[config.mk]
export PLATFORM = sky130hd
export DESIGN_NAME = fwsr_ctrl
export DESIGN_NICKNAME = d
export VERILOG_FILES = /design/src/logic/fwsr_pkg.sv /design/src/logic/fwsr_ctrl.sv /design/src/logic/fwsr_sync.sv
export SDC_FILE = /design/constraint.sdc
export NUM_CORES = 1
export LEC_CHECK = 0
export ABC_CLOCK_PERIOD_IN_PS = 3300
export BUFFER_PORTS_ARGS = -buffer_cell sky130_fd_sc_hd__buf_2
export CORE_UTILIZATION = 26
export DETAILED_ROUTE_END_ITERATION = 16
export SYNTH_ARGS = -nofsm -noshare
export SYNTH_HDL_FRONTEND = slang
export SYNTH_SLANG_ARGS = --single-unit
[constraint.sdc]
create_clock -name i_sys_clk -period 3.3 [get_ports i_sys_clk]
set_clock_uncertainty 0.15 [all_clocks]
set_input_delay 0.165 -clock i_sys_clk [delete_from_list [all_inputs] [get_ports i_sys_clk]]
set_output_delay 0.165 -clock i_sys_clk [all_outputs]
set_load 0.03 [all_outputs]
[src/logic/fwsr_pkg.sv]
/*
 * Shared constants and types for the flash status controller: bus timing counts,
 * status bit positions, command codes and the user request/answer carriers.
 * Assumes a 100 MHz system clock and a 16-bit asynchronous flash data bus.
 */
package fwsr_pkg;
    localparam int SYS_CLK_MHZ = 100;
    localparam int DATA_W = 16;
    localparam int ADDR_W = 18;
    // Bus strobe times in ns, with cycle counts rounded up.
    localparam int T_RD_NS = 90;
    localparam int T_WP_NS = 60;
    localparam int T_WPH_NS = 30;
    localparam int RD_CYC = (T_RD_NS * SYS_CLK_MHZ + 999) / 1000;
    localparam int WP_CYC = (T_WP_NS * SYS_CLK_MHZ + 999) / 1000;
    localparam int WPH_CYC = (T_WPH_NS * SYS_CLK_MHZ + 999) / 1000;
    localparam int CNT_W = 8;
    localparam logic [CNT_W-1:0] RD_CNT = CNT_W'(RD_CYC);
    localparam logic [CNT_W-1:0] WP_CNT = CNT_W'(WP_CYC);
    localparam logic [CNT_W-1:0] WPH_CNT = CNT_W'(WPH_CYC);
    localparam logic [CNT_W-1:0] CNT_ZERO = 8'h00;
    // Status bit positions on the data bus.
    localparam int BIT_POLL = 7;
    localparam int BIT_TOGGLE = 6;
    localparam int BIT_TMO = 5;
    localparam int BIT_WIN = 3;
    localparam int BIT_STOG = 2;
    // Reset command word, written to any address.
    localparam logic [DATA_W-1:0] CMD_RESET = 16'h00F0;
    localparam logic [ADDR_W-1:0] ADDR_ZERO = 18'h00000;
    localparam logic [DATA_W-1:0] DATA_ZERO = 16'h0000;

    // User operations.
    typedef enum logic [1:0] {
        FWSR_OP_WRITE,
        FWSR_OP_READ,
        FWSR_OP_POLL,
        FWSR_OP_CHKWIN
    } fwsr_op_t;

    typedef struct packed {
        fwsr_op_t op;
        logic [ADDR_W-1:0] addr;
        logic [DATA_W-1:0] data;
    } fwsr_req_t;

    // Result codes of a poll or window check.
    typedef enum logic [1:0] {
        FWSR_RES_OK,
        FWSR_RES_FAIL,
        FWSR_RES_WIN_OPEN,
        FWSR_RES_WIN_CLOSED
    } fwsr_res_t;

    typedef struct packed {
        fwsr_res_t res;
        logic [DATA_W-1:0] data;
    } fwsr_ans_t;
endpackage

[src/logic/fwsr_ctrl.sv]
/*
 * Host controller that drives a parallel NOR flash through its chip, output and
 * write enable strobes and interprets its status bits during program and erase.
 * Assumes the flash data pins are resolved outside from o_dq and o_dq_oe, and that
 * the user issues one request at a time while o_busy is low.
 */
`timescale 1ns/1ps
`default_nettype none
module fwsr_ctrl (
    input wire logic i_sys_clk,
    input wire logic i_rst_b,
    input wire logic i_req_valid,
    input wire fwsr_pkg::fwsr_req_t i_req,
    output logic o_busy,
    output logic o_ans_valid,
    output fwsr_pkg::fwsr_ans_t o_ans,
    output logic o_ce_b,
    output logic o_oe_b,
    output logic o_we_b,
    output logic [fwsr_pkg::ADDR_W-1:0] o_addr,
    output logic [fwsr_pkg::DATA_W-1:0] o_dq,
    output logic o_dq_oe,
    input wire logic [fwsr_pkg::DATA_W-1:0] i_dq
);
    typedef enum logic [3:0] {
        ST_IDLE, ST_WR_LOW, ST_WR_HIGH, ST_RD, ST_RD_GAP, ST_EVAL, ST_RESET_CMD, ST_DONE
    } fwsr_state_t;

    fwsr_state_t state_r, state_nxt;
    fwsr_pkg::fwsr_op_t op_r;
    logic [fwsr_pkg::CNT_W-1:0] cnt_r;
    logic [fwsr_pkg::DATA_W-1:0] rd_r;
    logic [fwsr_pkg::DATA_W-1:0] prev_r;
    logic [1:0] nrd_r;
    logic tmo_seen_r;
    logic [fwsr_pkg::DATA_W-1:0] dq_sync;

    fwsr_sync #(.WIDTH(fwsr_pkg::DATA_W)) u_sync (
        .i_sys_clk(i_sys_clk),
        .i_rst_b(i_rst_b),
        .i_async(i_dq),
        .o_sync(dq_sync)
    );

    // Status decode of the latest two reads.
    wire cnt_done = (cnt_r == fwsr_pkg::CNT_ZERO);
    wire tog_diff = rd_r[fwsr_pkg::BIT_TOGGLE] ^ prev_r[fwsr_pkg::BIT_TOGGLE];
    wire tmo_bit = rd_r[fwsr_pkg::BIT_TMO];
    wire win_bit = rd_r[fwsr_pkg::BIT_WIN];
    wire have_two = (nrd_r == 2'h2);
    wire is_poll = (op_r == fwsr_pkg::FWSR_OP_POLL);
    wire is_chkwin = (op_r == fwsr_pkg::FWSR_OP_CHKWIN);
    // Both a poll and a window check need two reads: the window bit means nothing
    // until a toggle shows that the erase command was taken.
    wire need_more = (is_poll || is_chkwin) && !have_two;
    // Toggle stopped means done; toggling with timeout seen twice means failure.
    wire poll_done = have_two && !tog_diff;
    wire poll_fail = have_two && tog_diff && tmo_seen_r && tmo_bit;
    wire is_write = (i_req.op == fwsr_pkg::FWSR_OP_WRITE);

    // Next-state selection.
    always_comb begin
        state_nxt = state_r;
        case (state_r)
            ST_IDLE: begin
                if (i_req_valid) begin
                    state_nxt = is_write ? ST_WR_LOW : ST_RD;
                end
            end
            ST_WR_LOW: begin
                if (cnt_done) begin
                    state_nxt = ST_WR_HIGH;
                end
            end
            ST_WR_HIGH: begin
                if (cnt_done) begin
                    state_nxt = ST_DONE;
                end
            end
            ST_RD: begin
                if (cnt_done) begin
                    state_nxt = ST_RD_GAP;
                end
            end
            ST_RD_GAP: begin
                if (cnt_done) begin
                    state_nxt = ST_EVAL;
                end
            end
            ST_EVAL: begin
                if (need_more) begin
                    state_nxt = ST_RD;
                end else if (poll_fail) begin
                    state_nxt = ST_RESET_CMD;
                end else if (op_r == fwsr_pkg::FWSR_OP_POLL && !poll_done) begin
                    state_nxt = ST_RD;
                end else begin
                    state_nxt = ST_DONE;
                end
            end
            ST_RESET_CMD: begin
                state_nxt = ST_WR_LOW;
            end
            ST_DONE: begin
                state_nxt = ST_IDLE;
            end
            default: begin
                state_nxt = ST_IDLE;
            end
        endcase
    end

    // State register and strobe timer.
    always_ff @(posedge i_sys_clk) begin
        if (!i_rst_b) begin
            state_r <= ST_IDLE;
            cnt_r <= fwsr_pkg::CNT_ZERO;
        end else begin
            state_r <= state_nxt;
            if (state_nxt != state_r) begin
                cnt_r <= (state_nxt == ST_WR_LOW) ? fwsr_pkg::WP_CNT :
                         (state_nxt == ST_WR_HIGH) ? fwsr_pkg::WPH_CNT :
                         (state_nxt == ST_RD) ? fwsr_pkg::RD_CNT :
                         (state_nxt == ST_RD_GAP) ? fwsr_pkg::WPH_CNT : fwsr_pkg::CNT_ZERO;
            end else if (!cnt_done) begin
                cnt_r <= cnt_r - 8'h01;
            end
        end
    end

    // Request capture and read history; the status address is held for every read.
    always_ff @(posedge i_sys_clk) begin
        if (!i_rst_b) begin
            op_r <= fwsr_pkg::FWSR_OP_READ;
            o_addr <= fwsr_pkg::ADDR_ZERO;
            o_dq <= fwsr_pkg::DATA_ZERO;
            rd_r <= fwsr_pkg::DATA_ZERO;
            prev_r <= fwsr_pkg::DATA_ZERO;
            nrd_r <= 2'h0;
            tmo_seen_r <= 1'b0;
        end else if (state_r == ST_IDLE && i_req_valid) begin
            op_r <= i_req.op;
            o_addr <= i_req.addr;
            o_dq <= i_req.data;
            nrd_r <= 2'h0;
            tmo_seen_r <= 1'b0;
        end else if (state_r == ST_RESET_CMD) begin
            o_dq <= fwsr_pkg::CMD_RESET;
        end else if (state_r == ST_RD && cnt_done) begin
            prev_r <= rd_r;
            rd_r <= dq_sync;
            nrd_r <= have_two ? 2'h2 : nrd_r + 2'h1;
        end else if (state_r == ST_EVAL && have_two) begin
            tmo_seen_r <= tog_diff && tmo_bit;
        end
    end

    // Bus strobes; data is driven only through a write pulse and its recovery.
    always_ff @(posedge i_sys_clk) begin
        if (!i_rst_b) begin
            o_ce_b <= 1'b1;
            o_oe_b <= 1'b1;
            o_we_b <= 1'b1;
            o_dq_oe <= 1'b0;
        end else begin
            o_ce_b <= !(state_nxt == ST_WR_LOW || state_nxt == ST_RD);
            o_oe_b <= !(state_nxt == ST_RD);
            o_we_b <= !(state_nxt == ST_WR_LOW);
            o_dq_oe <= (state_nxt == ST_WR_LOW || state_nxt == ST_WR_HIGH);
        end
    end

    // Answer to the user, one cycle wide.
    always_ff @(posedge i_sys_clk) begin
        if (!i_rst_b) begin
            o_busy <= 1'b0;
            o_ans_valid <= 1'b0;
            o_ans <= '0;
        end else begin
            o_busy <= (state_nxt != ST_IDLE);
            o_ans_valid <= (state_r == ST_DONE);
            if (state_r == ST_EVAL && !need_more) begin
                o_ans.data <= rd_r;
                if (op_r == fwsr_pkg::FWSR_OP_CHKWIN) begin
                    // No toggle means the command was never taken, so the check fails.
                    // The bit is always read, never skipped on command spacing.
                    // A one means the erase is running and no more sectors join.
                    o_ans.res <= !tog_diff ? fwsr_pkg::FWSR_RES_FAIL :
                                 win_bit ? fwsr_pkg::FWSR_RES_WIN_CLOSED :
                                 fwsr_pkg::FWSR_RES_WIN_OPEN;
                end else begin
                    o_ans.res <= poll_fail ? fwsr_pkg::FWSR_RES_FAIL : fwsr_pkg::FWSR_RES_OK;
                end
            end else if (state_r == ST_IDLE && i_req_valid && is_write) begin
                o_ans.res <= fwsr_pkg::FWSR_RES_OK;
            end
        end
    end

    AST_WE_OE_EXCL: assert property (@(posedge i_sys_clk) disable iff (!i_rst_b)
        !(!o_we_b && !o_oe_b)) else $error("write and output enable low together");
    AST_DQ_OE_NO_READ: assert property (@(posedge i_sys_clk) disable iff (!i_rst_b)
        !(o_dq_oe && !o_oe_b)) else $error("bus driven while flash outputs");
    AST_FAIL_RESETS: assert property (@(posedge i_sys_clk) disable iff (!i_rst_b)
        (state_r == ST_EVAL && poll_fail) |=> state_r == ST_RESET_CMD ##1 !o_we_b)
        else $error("timeout failure not followed by reset command");
    AST_RESET_WORD: assert property (@(posedge i_sys_clk) disable iff (!i_rst_b)
        (state_r == ST_RESET_CMD) |=> (o_dq == fwsr_pkg::CMD_RESET && o_dq_oe))
        else $error("reset command word not driven");
    AST_POLL_TWO_READS: assert property (@(posedge i_sys_clk) disable iff (!i_rst_b)
        (state_r == ST_EVAL && op_r == fwsr_pkg::FWSR_OP_POLL && state_nxt == ST_DONE)
        |-> have_two) else $error("poll ended without two reads");
    AST_WIN_RESULT: assert property (@(posedge i_sys_clk) disable iff (!i_rst_b)
        (state_r == ST_EVAL && is_chkwin && have_two && tog_diff) |=>
        ((o_ans.res == fwsr_pkg::FWSR_RES_WIN_CLOSED) == o_ans.data[fwsr_pkg::BIT_WIN]))
        else $error("window result disagrees with the window bit read");
    AST_WIN_UNTAKEN: assert property (@(posedge i_sys_clk) disable iff (!i_rst_b)
        (state_r == ST_EVAL && is_chkwin && have_two && !tog_diff) |=>
        (o_ans.res == fwsr_pkg::FWSR_RES_FAIL)) else $error("window read without acceptance");
    AST_ANS_AFTER_DONE: assert property (@(posedge i_sys_clk) disable iff (!i_rst_b)
        (state_r == ST_DONE) |=> o_ans_valid ##1 !o_ans_valid)
        else $error("answer not a single pulse after done");
    AST_WP_WIDTH: assert property (@(posedge i_sys_clk) disable iff (!i_rst_b)
        $fell(o_we_b) |-> !o_we_b [*6]) else $error("write pulse too short");
    AST_FAIL_NEEDS_TMO: assert property (@(posedge i_sys_clk) disable iff (!i_rst_b)
        (state_r == ST_EVAL && poll_fail) |->
        (rd_r[fwsr_pkg::BIT_TMO] && prev_r[fwsr_pkg::BIT_TMO]))
        else $error("failure declared without timeout flag");
    COV_POLL_OK: cover property (@(posedge i_sys_clk)
        state_r == ST_EVAL && op_r == fwsr_pkg::FWSR_OP_POLL && poll_done);
    COV_POLL_FAIL: cover property (@(posedge i_sys_clk) state_r == ST_EVAL && poll_fail);
    COV_WIN_OPEN: cover property (@(posedge i_sys_clk)
        state_r == ST_EVAL && op_r == fwsr_pkg::FWSR_OP_CHKWIN && !win_bit);
    COV_WRITE: cover property (@(posedge i_sys_clk) $fell(o_we_b));
endmodule
`default_nettype wire

[src/logic/fwsr_sync.sv]
/*
 * Two flip-flop synchroniser for a bus of asynchronous flash data pins.
 * Assumes the input is stable long enough around each sample to be read twice.
 */
`timescale 1ns/1ps
`default_nettype none
module fwsr_sync #(
    parameter int WIDTH = 16
) (
    input wire logic i_sys_clk,
    input wire logic i_rst_b,
    input wire logic [WIDTH-1:0] i_async,
    output logic [WIDTH-1:0] o_sync
);
    logic [WIDTH-1:0] meta_r;

    // The first stage is read only by the second stage.
    always_ff @(posedge i_sys_clk) begin
        if (!i_rst_b) begin
            meta_r <= '0;
            o_sync <= '0;
        end else begin
            meta_r <= i_async;
            o_sync <= meta_r;
        end
    end
endmodule
`default_nettype wire

[Word-level counts from Yosys, hierarchy flattened]
Index checks and enable logic that the tools add are counted.
Cells by class
  add/subtract/negate cells: 2
  equality and inequality tests: 16
  muxes and demuxes: 25
  bitwise operators: 5
  reduce and logical (&&, ||, !) cells: 32
Operators with widths (number)
  $mux 16: 2
  $mux 4: 8
  $pmux 4 s7: 1
  $eq 4x3->1 const B: 5
  $eq 4x2->1 const B: 4
  $mux 8: 2
  $mux 2: 7
  $logic_and 1x1->1: 12
  $mux 3: 3
  $eq 4x1->1 const B: 2
  $logic_not 8->1: 1
  $sub 8x1->8 const B: 1
  $logic_not 1->1: 7
  $eq 2x2->1 const B: 3
  $reduce_and 3->1: 2
  $logic_not 4->1: 1
  $ne 4x4->1: 1
  $not 1->1: 4
  $reduce_bool 2->1: 2
  $reduce_bool 4->1: 1
  $logic_or 1x1->1: 3
  $add 2x1->2 const B: 1
  $logic_not 2->1: 1
  $mux 1: 2
  4 further kinds: 4
Storage, ports and cells
  flip-flop bits (word level): 130
  bits of input ports: 55
  output and inout port bits: 58
  logic and storage cells: 99

[Logic depth before layout (Yosys ltp)]
  depth in word-level cells: 15
  depth in mapped cells: 9

[Cells and area by module]
From an unflattened synthesis, not the netlist that was laid out.
Unflattened totals
  cell total of the unflattened synthesis: 486
  area total of the unflattened synthesis: 4608.2 um2
By module, submodules not included
  fwsr_ctrl: times used 1, cells each 419, area an instance 3712.3 um2
  fwsr_sync: times used 1, cells each 67, area an instance 895.9 um2

[Least setup slack after synthesis]
No wires, ideal clock.
  path kind: register to register
  start point: register cnt_r[0] in the netlist's numbering
  end point: register prev_r[6] in the netlist's numbering
  library setup time: 0.132 ns
  arrival time: 2.136 ns
  path slack: 0.882 ns
  stages on the path, launching flop included: 9
  path buffers: 1
  cells stage by stage: dfxtp_1 > inv_1 > ha_1 > or4b_2 > nor4_4 > nand3_1 > clkbuf_1 > nand2_1 > a21oi_1
On the way
  cells in the longest elaborated chain, start to end: 3
RTL lines
  start: declaration: RTL line fwsr_ctrl.sv:31  | logic [fwsr_pkg::CNT_W-1:0] cnt_r;
  start signal: assignment: RTL line fwsr_ctrl.sv:117  | cnt_r <= fwsr_pkg::CNT_ZERO;
  start signal: assignment: RTL line fwsr_ctrl.sv:121  | cnt_r <= (state_nxt == ST_WR_LOW) ? fwsr_pkg::WP_CNT :
  start signal: assignment: RTL line fwsr_ctrl.sv:126  | cnt_r <= cnt_r - 8'h01;
  $logic_not 8->1: RTL line fwsr_ctrl.sv:46  | wire cnt_done = (cnt_r == fwsr_pkg::CNT_ZERO);
  $logic_and 1x1->1: RTL line fwsr_ctrl.sv:149  | end else if (state_r == ST_RD && cnt_done) begin
  $reduce_and 3->1 (no source line)
  end signal: assignment: RTL line fwsr_ctrl.sv:138  | prev_r <= fwsr_pkg::DATA_ZERO;
  end signal: assignment: RTL line fwsr_ctrl.sv:150  | prev_r <= rd_r;
  end: declaration: RTL line fwsr_ctrl.sv:33  | logic [fwsr_pkg::DATA_W-1:0] prev_r;
Every way passes these cells.
A chain may end at the register's enable or synchronous reset.

[Worst setup path after layout]
  start point: register cnt_r[0] in the netlist's numbering
  end point: register cnt_r[1] in the netlist's numbering
On the way
  cells in the longest elaborated chain, start to end: 9
  elaborated cells on any way between the ends: 19
  those cells by class: 1 x add/sub; 6 x eq/ne; 11 x mux; 1 x reduce/logical
RTL lines
  $logic_not 8->1: RTL line fwsr_ctrl.sv:46
  $mux 4 (on tied branches)
  $pmux 4 s7: RTL line fwsr_ctrl.sv:64  | case (state_r)
  $eq 4x3->1: RTL line fwsr_ctrl.sv:124  | (state_nxt == ST_RD_GAP) ? fwsr_pkg::WPH_CNT : fwsr_pkg::CNT_ZERO;
  $mux 2: RTL line fwsr_ctrl.sv:124
  $mux 4: RTL line fwsr_ctrl.sv:123  | (state_nxt == ST_RD) ? fwsr_pkg::RD_CNT :
  $mux 4: RTL line fwsr_ctrl.sv:122  | (state_nxt == ST_WR_HIGH) ? fwsr_pkg::WPH_CNT :
  $mux 4: RTL line fwsr_ctrl.sv:121
  $mux 8: RTL line fwsr_ctrl.sv:120  | if (state_nxt != state_r) begin
Parallel ways exist; a longest one is shown, timed or not. The select of a mux whose other input is x is not followed.

==> flow_summary_export.csv <==
group,metric,value,unit
finish,nets,724,
detailed_routing,ant_nets,0,
worst_setup_path,worstSetupPathDepth,8,
worst_setup_path,reg2reg_from,"cnt_r[0]",
logic_synthesis,synthTopCellsByArea,"dfxtp_1 56%, nand2_1 10%, a21oi_1 7.5%, and2_1 4.7%, a22oi_1 2.2%",
grt,busiest_layer,"met2",
worst_setup_path,cp_cell_sequence,"inv_1 -> ha_1 -> nor4b_4 -> nand2_2 -> a222oi_1 -> nor2_2 -> or3_1 -> a41oi_1",
finish,mostFrequentLayoutCell,"dfxtp_1",
worst_setup_path,critical_path_class,"reg -> reg",
die,row_count,47,
worst_setup_path,r2r_setup_slack,0.65,ns
logic_synthesis,synth_nets,561,
pwr,p_clk_frac,0.428,
pwr,p_seq_frac,0.376,
placed_design,io_buffers,112,
detailed_routing,first_pass_iters,4,
logic_synthesis,synth_top_area_frac,0.561,
grt,met3_usage,0.0437,
placed_design,hpwl,6820,µm
logic_synthesis,ys_async_sr_fraction,0,
worst_setup_path,cp.arrival,2.83,ns
die,die-area,17600,µm²
grt,grt_start_max_net_pins,46,
clock_network,cts.sinks,124,
min_path,hold_path.class,"in -> reg",
die,die_width,133,µm
pwr,comb_power_share,0.196,
grt,grt_pass1_vias,3812,
detailed_routing,finalWirelength,11400,µm
clock_network,clk-insertion-delay-late,0.41,ns
min_path,min_to,"op_r[0]",
detailed_routing,drt_iter0_markers,152,
timing,rsz0062_at_grt,"no",
clock_network,cts_buffer_depth,2,
detailed_routing,num_vias,3904,
logic_synthesis,synth_area,4430,µm²
finish,fin_util,0.383,
timing,final-setup-viol-count,0,
pwr,p_per_area,710,nW/µm²
logic_synthesis,synth_edf_count,0,
placed_design,globalplace.congestion,0.791,
logic_synthesis,syn_area_per_cell,8.80,µm²
timing,fin_crit,2.65,ns
timing,finalCritPeriodShare,0.803,
die,ios,113,
worst_setup_path,rr_worst_depth,8,
detailed_routing,wl_per_cell,12.7,µm
pwr,peakVddDrop,0.376,mV
timing,slew_headroom,0.393,
pwr,p_int,3.19,mW
pwr,swShare,0.293,
grt,antenna_found_initial,0,
finish,areaGrowthSynthToFinish,43.3,%
grt,use_met2,0.228,
grt,overflow,0,
logic_synthesis,yosysTopAreaCell,"dfxtp_1",
clock_network,cts_root_buffer,"clkbuf_16",
die,die_y,133,µm
timing,setup-tns-final,0,ns
finish,drive_gt1_frac,0.240,
die,core_area,16600,µm²
clock_network,htree_levels,4,
clock_network,cts_setup_buffers,0,
worst_setup_path,cp_slowest_cell,"a222oi_1",
grt,grtUsageMet1,0.153,
logic_synthesis,yosys_most_used_dff,"dfxtp_1",
worst_setup_path,crit_fanout,7,
pwr,switching_power,1.32,mW
worst_setup_path,max_stage_delay,0.61,ns
worst_setup_path,required,3.48,ns
detailed_routing,drc,0,
run_status,status,"complete, no violations",
detailed_routing,viasPerCell,4.34,
logic_synthesis,yosys_warnings,0,
timing,worst_slew_pin_slew,0.911,ns
clock_network,cts_tree,"yes",
worst_setup_path,worstSetupStartpointType,"flop",
pwr,leakage,2.63,nW
min_path,holdPathStages,3,
worst_setup_path,crit_start,"cnt_r[0]",
flow_run,cap_violations,0,
worst_setup_path,cp-end-kind,"flop",
timing,max_clock_freq,377,MHz
min_path,min-delay-start,"i_rst_b",
logic_synthesis,synth_seq_cells,124,
timing,slew_viol_final,0,
worst_setup_path,r2r_end,"cnt_r[1]",
clock_network,cts_resized,0,
finish,final_cell_mix,"124 x dfxtp_1, 118 x nand2_1, 112 x buf_2",
grt,grt_pass1_wl,18400,µm
grt,grt_use_total,0.134,
clock_network,cts.clk_slew.worst_paths,0.06,ns
timing,finalHoldViolations,0,
clock_network,cts_buffers,17,
finish,diodes,0,
placed_design,dpl_cell_area,5220,µm²
finish,final_cell_area,6350,µm²
die,initial_core_util,0.267,
logic_synthesis,yosysSeqAreaShare,0.561,
worst_setup_path,critPathBufInv,1,
logic_synthesis,synth.distinct_cells,48,
worst_setup_path,crit_family,"simple AND/OR/NAND/NOR gates",
logic_synthesis,synth_cells,503,
==> worst register-to-register path, delay by kind of cell, from the launching register on <==
kind	cells	cell delay [ns]
AOI/OAI and AO/OA	2	0.79
adders and majority gates	1	0.20
buffers and inverters	1	0.06
DFF	1	0.32
and+or+nand+nor	4	1.04
==> Yosys cell counts (all sizes together) (2+ instances only) <==
| master | number |
|---|---|
| a2111o | 2 |
| a21oi | 66 |
| a22oi | 13 |
| a31oi | 2 |
| and2 | 33 |
| and3 | 4 |
| buf | 6 |
| clkbuf | 23 |
| dfxtp | 124 |
| ha | 3 |
| inv | 14 |
| nand2 | 119 |
| nand3 | 9 |
| nand4 | 2 |
| nor2 | 27 |
| nor2b | 2 |
| nor3 | 5 |
| nor3b | 2 |
| nor4b | 3 |
| o211ai | 2 |
| o21ai | 13 |
| or2 | 2 |
| or3 | 4 |
| xnor2 | 5 |
| xor2 | 3 |
==> routing by layer <==
metal	vias to the layer above	part of all wire
met2	97	0.47
li1	2002	-
met3	12	0.056
met4	0	0.015
met5	-	0
met1	1793	0.46
==> power by group through the flow <==
stage | logic [mW] | registers, mW | clock network (mW)
6_report | 0.885 | 1.70 | 1.93
5_1_grt | 0.971 | 1.71 | 2.04
3_5_place_dp | 0.836 | 1.72 | 0
4_1_cts | 0.886 | 1.69 | 1.98
3_3_place_gp | 0.833 | 1.73 | 0
2_1_floorplan | 0.562 | 1.79 | 0
==> layout make-up <==
cell class	instances	area, µm²
clock buffers	18	429
fillers	1702	10200
well taps	220	275
flip-flops and latches	124	2480
multi-input cells	336	1780
repair buffers	173	1150
clock inverters	14	181
inverters	14	52.6
==> what timing repair did <==
action | 4_1_cts | 5_1_grt
endpoints found under the hold margin | 52 | 0
hold buffers | 52 | 0
setup endpoints to repair | 0 | 0
==> worst max path at each step <==
stage           endpoint
2_1_floorplan  prev_r[6]
3_3_place_gp    cnt_r[1]
3_5_place_dp    cnt_r[1]
4_1_cts         cnt_r[1]
5_1_grt         cnt_r[1]
6_report        cnt_r[1]
==> through the flow <==
step	power, mW	cells	setup slack [ns]	hold slack (ns)
2_1_floorplan	2.36	503	0.882	0.139
3_3_place_gp	2.56	815	0.732	0.224
3_5_place_dp	2.56	815	0.661	0.227
4_1_cts	4.56	899	0.656	0.0981
5_1_grt	4.72	899	0.463	0.126
6_report	4.51	899	0.650	0.0953
==> cells by family after synthesis <==
kind of cell / synth area share
flops: 0.561
buf+inv: 0.0390
simple gates: 0.237
other cells: 0.000847
xor+xnor: 0.0158
mux: 0.00226
compound gates: 0.136
fa+ha+maj: 0.00848
==> registers in the layout, summed over array words and instances, names as in the netlist <==
name	count
o_dq_oe	1
rd_r	16
tmo_seen_r	1
nrd_r	2
o_busy	1
op_r	2
o_ans	18
o_oe_b	1
prev_r	1
o_addr	18
o_dq	16
state_r	4
u_sync.meta_r	16
u_sync.o_sync	16
o_ans_valid	1
o_ce_b	1
cnt_r	8
o_we_b	1
Note: power is estimated with default switching activity, not from simulation.
